`config.mk`:
```
export PLATFORM = sky130hd
export DESIGN_NAME = pfc_ctrl_regs
export DESIGN_NICKNAME = d
export VERILOG_FILES = /design/src/pkg/pfc_pkg.sv /design/src/design/pfc_ctrl_regs.sv /design/src/design/pfc_sync.sv
export SDC_FILE = /design/constraint.sdc
export NUM_CORES = 1
export LEC_CHECK = 0
export ABC_AREA = 0
export BUFFER_PORTS_ARGS = -buffer_cell sky130_fd_sc_hd__buf_2
export CORE_MARGIN = 4
export CORE_UTILIZATION = 51
export CTS_BUF_LIST = sky130_fd_sc_hd__clkbuf_4
export DETAILED_ROUTE_END_ITERATION = 8
export PLACE_DENSITY = 0.88
export SYNTH_ARGS = -nofsm -noshare
export SYNTH_HDL_FRONTEND = slang
export SYNTH_HIERARCHICAL = 1
export SYNTH_SLANG_ARGS = --single-unit
```
`constraint.sdc`:
```
create_clock -name ref_clk -period 0.85 [get_ports ref_clk]
set_input_delay 0.085 -clock ref_clk [delete_from_list [all_inputs] [get_ports ref_clk]]
set_output_delay 0.085 -clock ref_clk [all_outputs]
set_load 0.03 [all_outputs]
```
`src/pkg/pfc_pkg.sv`:
```
package pfc_pkg;

    // Management register numbers
    localparam logic [4:0]  HUNDRED_MBIT_CONTROL_ADDR = 5'h1D;
    localparam logic [4:0]  TEN_MBIT_CONTROL_ADDR     = 5'h1E;

    // Field positions, 100 Mbit/s control
    localparam int          FAR_END_FAULT_ENABLE_BIT  = 1;
    localparam int          FIBER_MODE_BIT_POS        = 0;

    // Field positions, 10 Mbit/s control
    localparam int          TEN_TEST_TONE_BIT         = 15;
    localparam int          RX_KEEP_POWERED_BIT       = 14;
    localparam int          JABBER_DISABLE_BIT        = 13;
    localparam int          ENHANCED_LINK_BIT         = 6;
    localparam int          HEARTBEAT_ENABLE_BIT      = 5;
    localparam int          LONG_LINE_ENABLE_BIT      = 4;
    localparam int          POLARITY_FIX_DISABLE_BIT  = 3;
    localparam int          SERIAL_SELECT_BIT         = 1;
    localparam int          NO_LINK_PULSE_BIT         = 0;

    // Implemented bits of the 100 Mbit/s control register
    localparam logic [15:0] HUNDRED_IMPL_MASK         = 16'h0003;

    // Reset values
    localparam logic [15:0] HUNDRED_RESET             = 16'h0000;
    localparam logic [15:0] TEN_RESET                 = 16'h0000;
    localparam logic [15:0] RDATA_RESET               = 16'h0000;

    // Synchroniser depth for pins
    localparam int          SYNC_STAGES               = 2;

endpackage

```
`src/design/pfc_ctrl_regs.sv`:
```
`timescale 1ns/1ps
// Operation
// - Far-end fault enable bit, reset zero
// - Fiber mode is register bit OR pin
// - Test bit sends 10 MHz ones when powered
// - Keep bit holds 10M logic powered while link is up
// - Jabber disable bit switches jabber off
// - Enhanced link integrity is bit OR pin
// - Heartbeat enable effective only at 10M
// - Long line bit selects lower squelch threshold
// - Autopolarity detection runs at 10M when disable clear
// - Detected reversal sets status and corrects
// - Disable bit leaves reversal uncorrected
// - Serial select ignored at 100M
// - No link pulse ignored at 100M
// - Polarity status read-only, shows corrected reversal
module pfc_ctrl_regs
    import pfc_pkg::*;
(
    input  wire logic        ref_clk,
    input  wire logic        arst_n,
    input  wire logic [4:0]  mgmt_addr,
    input  wire logic        mgmt_wr,
    input  wire logic        mgmt_rd,
    input  wire logic [15:0] mgmt_wdata,
    output logic      [15:0] mgmt_rdata_q,
    input  wire logic        fiber_mode_pin,
    input  wire logic        enhanced_link_integrity_pin,
    input  wire logic        speed_100,
    input  wire logic        ten_powered,
    input  wire logic        link_up,
    input  wire logic        rx_active,
    input  wire logic        polarity_reversed,
    output logic             far_end_fault_en_q,
    output logic             fiber_mode_q,
    output logic             ten_test_tone_q,
    output logic             ten_rx_full_power_q,
    output logic             jabber_en_q,
    output logic             enhanced_link_integrity_q,
    output logic             heartbeat_en_q,
    output logic             low_squelch_q,
    output logic             polarity_detect_en_q,
    output logic             polarity_correct_q,
    output logic             polarity_fix_status_q,
    output logic             serial_mode_q,
    output logic             no_link_pulse_q
);

    ////////////////////////////////////////////////////////////////////////
    // Helpers

    // Bits that only mean something in 10 Mbit/s operation
    function automatic logic ten_only(input logic bit_val,
                                      input logic is_ten);
        return bit_val & is_ten;
    endfunction

    // Stored bit combined with its pin; the stored value is left alone
    function automatic logic with_pin(input logic bit_val,
                                      input logic pin_val);
        return bit_val | pin_val;
    endfunction

    // Register number match
    function automatic logic addr_hit(input logic [4:0] addr,
                                      input logic [4:0] reg_addr);
        return addr == reg_addr;
    endfunction

    ////////////////////////////////////////////////////////////////////////
    // Pin synchronisers

    logic fiber_pin_s;
    logic eli_pin_s;

    pfc_sync u_sync_fiber (
        .ref_clk  (ref_clk),
        .arst_n   (arst_n),
        .pin_in   (fiber_mode_pin),
        .pin_sync (fiber_pin_s)
    );

    pfc_sync u_sync_eli (
        .ref_clk  (ref_clk),
        .arst_n   (arst_n),
        .pin_in   (enhanced_link_integrity_pin),
        .pin_sync (eli_pin_s)
    );

    ////////////////////////////////////////////////////////////////////////
    // Register file

    logic [15:0] hundred_q;
    logic [15:0] ten_q;
    logic [15:0] hundred_d;
    logic [15:0] ten_d;
    logic [15:0] rdata_d;
    logic        sel_hundred;
    logic        sel_ten;

    assign sel_hundred = addr_hit(mgmt_addr, HUNDRED_MBIT_CONTROL_ADDR);
    assign sel_ten     = addr_hit(mgmt_addr, TEN_MBIT_CONTROL_ADDR);

    // Upper bits of the 100M register are outside this block and read zero
    assign hundred_d = (mgmt_wr && sel_hundred)
                     ? (mgmt_wdata & HUNDRED_IMPL_MASK) : hundred_q;
    // Reserved bits are stored as written
    assign ten_d     = (mgmt_wr && sel_ten) ? mgmt_wdata : ten_q;

    assign rdata_d = sel_hundred ? hundred_q :
                     sel_ten     ? ten_q     : RDATA_RESET;

    always_ff @(posedge ref_clk or negedge arst_n) begin
        if (!arst_n) begin
            hundred_q <= HUNDRED_RESET;
        end else begin
            hundred_q <= hundred_d;
        end
    end

    always_ff @(posedge ref_clk or negedge arst_n) begin
        if (!arst_n) begin
            ten_q <= TEN_RESET;
        end else begin
            ten_q <= ten_d;
        end
    end

    always_ff @(posedge ref_clk or negedge arst_n) begin
        if (!arst_n) begin
            mgmt_rdata_q <= RDATA_RESET;
        end else if (mgmt_rd) begin
            mgmt_rdata_q <= rdata_d;
        end
    end

    ////////////////////////////////////////////////////////////////////////
    // Effective controls

    logic ten_mode;
    logic fault_en_d;
    logic fiber_d;
    logic tone_d;
    logic full_pwr_d;
    logic jab_d;
    logic eli_d;
    logic hb_d;
    logic sq_d;
    logic pol_det_d;
    logic pol_cor_d;
    logic serial_d;
    logic nlp_d;

    assign ten_mode   = !speed_100;
    assign fault_en_d = hundred_q[FAR_END_FAULT_ENABLE_BIT];
    assign fiber_d    = with_pin(hundred_q[FIBER_MODE_BIT_POS],
                                 fiber_pin_s);
    assign tone_d     = ten_q[TEN_TEST_TONE_BIT] & ten_powered;
    // Full power only while link is up, and then only with the keep bit set or while receiving
    assign full_pwr_d = link_up
                      & (ten_q[RX_KEEP_POWERED_BIT] | rx_active);
    assign jab_d      = !ten_q[JABBER_DISABLE_BIT];
    assign eli_d      = with_pin(ten_q[ENHANCED_LINK_BIT],
                                 eli_pin_s);
    assign hb_d       = ten_only(ten_q[HEARTBEAT_ENABLE_BIT],
                                 ten_mode);
    assign sq_d       = ten_only(ten_q[LONG_LINE_ENABLE_BIT],
                                 ten_mode);
    assign pol_det_d  = ten_only(!ten_q[POLARITY_FIX_DISABLE_BIT],
                                 ten_mode);
    assign pol_cor_d  = pol_det_d & polarity_reversed;
    assign serial_d   = ten_only(ten_q[SERIAL_SELECT_BIT],
                                 ten_mode);
    assign nlp_d      = ten_only(ten_q[NO_LINK_PULSE_BIT],
                                 ten_mode);

    // Settings of the 100 Mbit/s side
    always_ff @(posedge ref_clk or negedge arst_n) begin
        if (!arst_n) begin
            far_end_fault_en_q <= 1'b0;
            fiber_mode_q       <= 1'b0;
        end else begin
            far_end_fault_en_q <= fault_en_d;
            fiber_mode_q       <= fiber_d;
        end
    end

    // Power, test, jabber and link integrity controls of the 10 Mbit/s side
    always_ff @(posedge ref_clk or negedge arst_n) begin
        if (!arst_n) begin
            ten_test_tone_q           <= 1'b0;
            ten_rx_full_power_q       <= 1'b0;
            jabber_en_q               <= 1'b1;
            enhanced_link_integrity_q <= 1'b0;
        end else begin
            ten_test_tone_q           <= tone_d;
            ten_rx_full_power_q       <= full_pwr_d;
            jabber_en_q               <= jab_d;
            enhanced_link_integrity_q <= eli_d;
        end
    end

    // Line options valid at 10 Mbit/s only
    always_ff @(posedge ref_clk or negedge arst_n) begin
        if (!arst_n) begin
            heartbeat_en_q  <= 1'b0;
            low_squelch_q   <= 1'b0;
            serial_mode_q   <= 1'b0;
            no_link_pulse_q <= 1'b0;
        end else begin
            heartbeat_en_q  <= hb_d;
            low_squelch_q   <= sq_d;
            serial_mode_q   <= serial_d;
            no_link_pulse_q <= nlp_d;
        end
    end

    // Polarity detection, correction and its status
    always_ff @(posedge ref_clk or negedge arst_n) begin
        if (!arst_n) begin
            polarity_detect_en_q  <= 1'b0;
            polarity_correct_q    <= 1'b0;
            polarity_fix_status_q <= 1'b0;
        end else begin
            polarity_detect_en_q  <= pol_det_d;
            polarity_correct_q    <= pol_cor_d;
            polarity_fix_status_q <= pol_cor_d;
        end
    end

endmodule

```
`src/design/pfc_sync.sv`:
```
`timescale 1ns/1ps
module pfc_sync
    import pfc_pkg::*;
(
    input  wire logic ref_clk,
    input  wire logic arst_n,
    input  wire logic pin_in,
    output logic      pin_sync
);

    logic [SYNC_STAGES-1:0] stage_q;

    // Only the last stage is read outside
    always_ff @(posedge ref_clk or negedge arst_n) begin
        if (!arst_n) begin
            stage_q <= '0;
        end else begin
            stage_q <= {stage_q[SYNC_STAGES-2:0], pin_in};
        end
    end

    assign pin_sync = stage_q[SYNC_STAGES-1];

endmodule

```
==> flow_metrics.py <==
metrics = {
    "status": {
        "status": "complete, but fails checks",
        "violations": "negative setup slack",
    },
    "setup_path": {
        "path_buf_inv": 1,
        "required_ns": 0.76,
        "crit_family": "flip-flops",
        "cp_cell_sequence": "buf_6",
        "crit_slowest_cell": "dfstp_2",
        "slowest_delay_ns": 0.56,
        "start_kind": "flip-flop",
        "worstPathArrival_ns": 1.05,
        "crit_path_end_kind": "output pin",
        "crit_fanout": 1,
        "critPathKind": "reg -> out",
    },
    "final_layout": {
        "layout_commonest_cell": "dfrtp_1",
        "drive_above_1_share": 0.528,
        "syn_to_final_growth_pct": 54.3,
        "final_cell_area_um2": 2830,
        "antennaDiodeCount": 0,
        "final_cell_mix": "dfrtp_1 (49), buf_6 (34), buf_2 (31)",
        "nets": 247,
    },
    "route": {
        "drcViolationCount": 0,
        "routed_via_density": 5.11,
        "via_count": 1338,
        "drt_iter0_markers": 57,
        "dr.pass1.iters": 4,
        "ant_nets": 0,
        "wl_per_cell_um": 18.8,
        "wl_mm": 4.92,
    },
    "timing": {
        "fmaxAchievable_mhz": 879,
        "relSlewSlack": 0.615,
        "setup_viol": 37,
        "drv_slew": 0,
        "tightest_slew_ns": 0.576,
        "hold_viol": 0,
        "fin_crit_sh": 1.34,
        "fin_ws_ns": -0.288,
        "min_period_ns": 1.14,
        "rsz0062_at_grt": "true",
        "finClkSkew_ns": 0.0189,
        "finalSetupTns_ns": -4.86,
        "fin_hold_ws_ns": 0.178,
    },
    "die": {
        "start_util": 0.540,
        "io_pins": 61,
        "rows": 21,
        "die_w_um": 67.9,
        "core_um2": 3390,
        "die-area_um2": 4610,
        "dieHeight_um": 67.9,
    },
    "global_route": {
        "antenna_found_initial": 0,
        "grt_pass1_wl_mm": 7.11,
        "overflow": 0,
        "grt_pass1_vias": 1428,
        "grt_start_max_net_pins": 51,
        "track_usage": 0.217,
    },
    "yosys": {
        "synthesis.area_um2": 1830,
        "seq_area_frac_synth": 0.684,
        "syn_inst": 111,
        "synth.distinct_cells": 22,
        "syn_area_per_cell_um2": 16.5,
        "synth_warnings": 6,
        "synth_seq_cells": 50,
        "syn_nets": 143,
    },
    "clock_network": {
        "path_clk_slew_ns": 0.15,
        "cts_root_buf": "clkbuf_4",
        "htree_levels": 2,
        "cts_buffers": 5,
        "insertion_delay_ns": 0.37,
        "clock_path_buffers": 2,
        "cts_sinks": 50,
        "tritoncts": "yes",
    },
    "placed_design": {
        "gp_congestion": 0.753,
        "io_buffers": 60,
        "placed_area_um2": 2230,
        "hpwl_mm": 2.71,
    },
    "min_path": {
        "hp-class": "in -> reg",
    },
    "flow_run": {
        "maxCapViolations": 0,
    },
    "power": {
        "p_per_area_nw_per_um2": 1730,
        "ir_drop_uv": 1380,
        "p_leak_nw": 1.41,
    },
}
## through the flow
step,utilization,std cells,total power (W),setup slack (ns)
after global routing,0.834,262,0.00505,-0.322
after CTS,0.818,259,0.00483,-0.295
final,0.834,262,0.00488,-0.288
after detailed placement,0.657,218,0.00358,-0.314
after global placement,0.657,218,0.00353,-0.278
after floorplan,-,111,0.00326,-0.242
## report_power, final
| group | internal (W) | total (W) | leakage [nW] | switching, W |
|---|---|---|---|---|
| clock | 0.000344 | 0.00105 | 0.0331 | 0.000705 |
| combinational | 0.000558 | 0.000982 | 0.728 | 0.000424 |
| sequential | 0.00264 | 0.00285 | 0.650 | 0.000209 |
## logic make-up (layout without fill, tap and decap cells)
kind of cell | after synthesis | after routing | synth area share
buffers and inverters | 8 | 113 | 0.0328
DFF | 50 | 50 | 0.684
muxes | 18 | 18 | 0.131
and+or+nand+nor | 16 | 16 | 0.0629
AOI/OAI and AO/OA | 19 | 19 | 0.0889
## layer usage
| layer | routed length (um) | GRT usage | up-vias |
|---|---|---|---|
| met4 | 138 | 0.0868 | 0 |
| li1 | - | - | 594 |
| met3 | 230 | 0.0312 | 15 |
| met2 | 2660 | 0.380 | 56 |
| met1 | 1890 | 0.270 | 673 |
| met5 | 0 | 0 | - |
## repair_timing
item	in CTS	in global routing
hold buffers	25	0
resized for setup	58	8
setup buffers	8	6
endpoints found under the hold margin	79	0
setup endpoints to repair	29	41
## final cells by class
type	count	area [um^2]
Fill cell	156	564
Inverter	2	7.51
Multi-Input combinational cell	53	531
Tap cell	46	57.6
Clock buffer	6	45.0
Timing Repair Buffer	103	923
Sequential cell	50	1250
Clock inverter	2	8.76
## worst register-to-register path: stages, from the launching register on
cell and delay [ns]:
dfrtp_1 0.43, buf_4 0.14, a22o_1 0.24
## cell usage after synthesis
cell type | instances | area, um^2
buf_4 | 1 | 7.51
mux2_4 | 10 | 150
nor2_1 | 1 | 3.75
nor2b_1 | 5 | 31.3
mux2_2 | 8 | 90.1
and2_1 | 2 | 12.5
dfrtp_1 | 49 | 1230
a22oi_1 | 2 | 15.0
inv_1 | 2 | 7.51
nand2_1 | 1 | 3.75
dfstp_2 | 1 | 26.3
nor2b_4 | 1 | 13.8
o2bb2ai_1 | 2 | 17.5
clkbuf_1 | 1 | 3.75
o21a_1 | 1 | 7.51
buf_6 | 1 | 11.3
buf_2 | 2 | 10.0
a22o_1 | 14 | 123
and3_2 | 2 | 15.0
and3_4 | 2 | 22.5
buf_12 | 1 | 20.0
or2_2 | 2 | 12.5
## flip-flops by register name, indices dropped and copies added (netlist names), 2 cells and up
signal                count
u_sync_fiber/stage_q      2
ten_q                    16
mgmt_rdata_q             16
u_sync_eli/stage_q        2
hundred_q                 2
## worst paths after layout
check | startpoint | end | slack, ns | cells after the start
worst min-delay path | mgmt_wr | hundred_q[0]$_DFFE_PN0P_ | 0.18 | 3
worst min register to register | u_sync_eli/stage_q[0]$_DFF_PN0_ | u_sync_eli/stage_q[1]$_DFF_PN0_ | 0.37 | 0
min in group asynchronous | arst_n | mgmt_rdata_q[10]$_DFFE_PN0P_ | 0.21 | 3
worst max register to register | mgmt_rdata_q[15]$_DFFE_PN0P_ | mgmt_rdata_q[15]$_DFFE_PN0P_ | -0.06 | 2
worst max-delay path | jabber_en_q$_DFF_PN1_ | jabber_en_q | -0.29 | 1
max in group asynchronous | arst_n | jabber_en_q$_DFF_PN1_ | 0.38 | 3
Note: power is estimated with default switching activity, not from simulation.
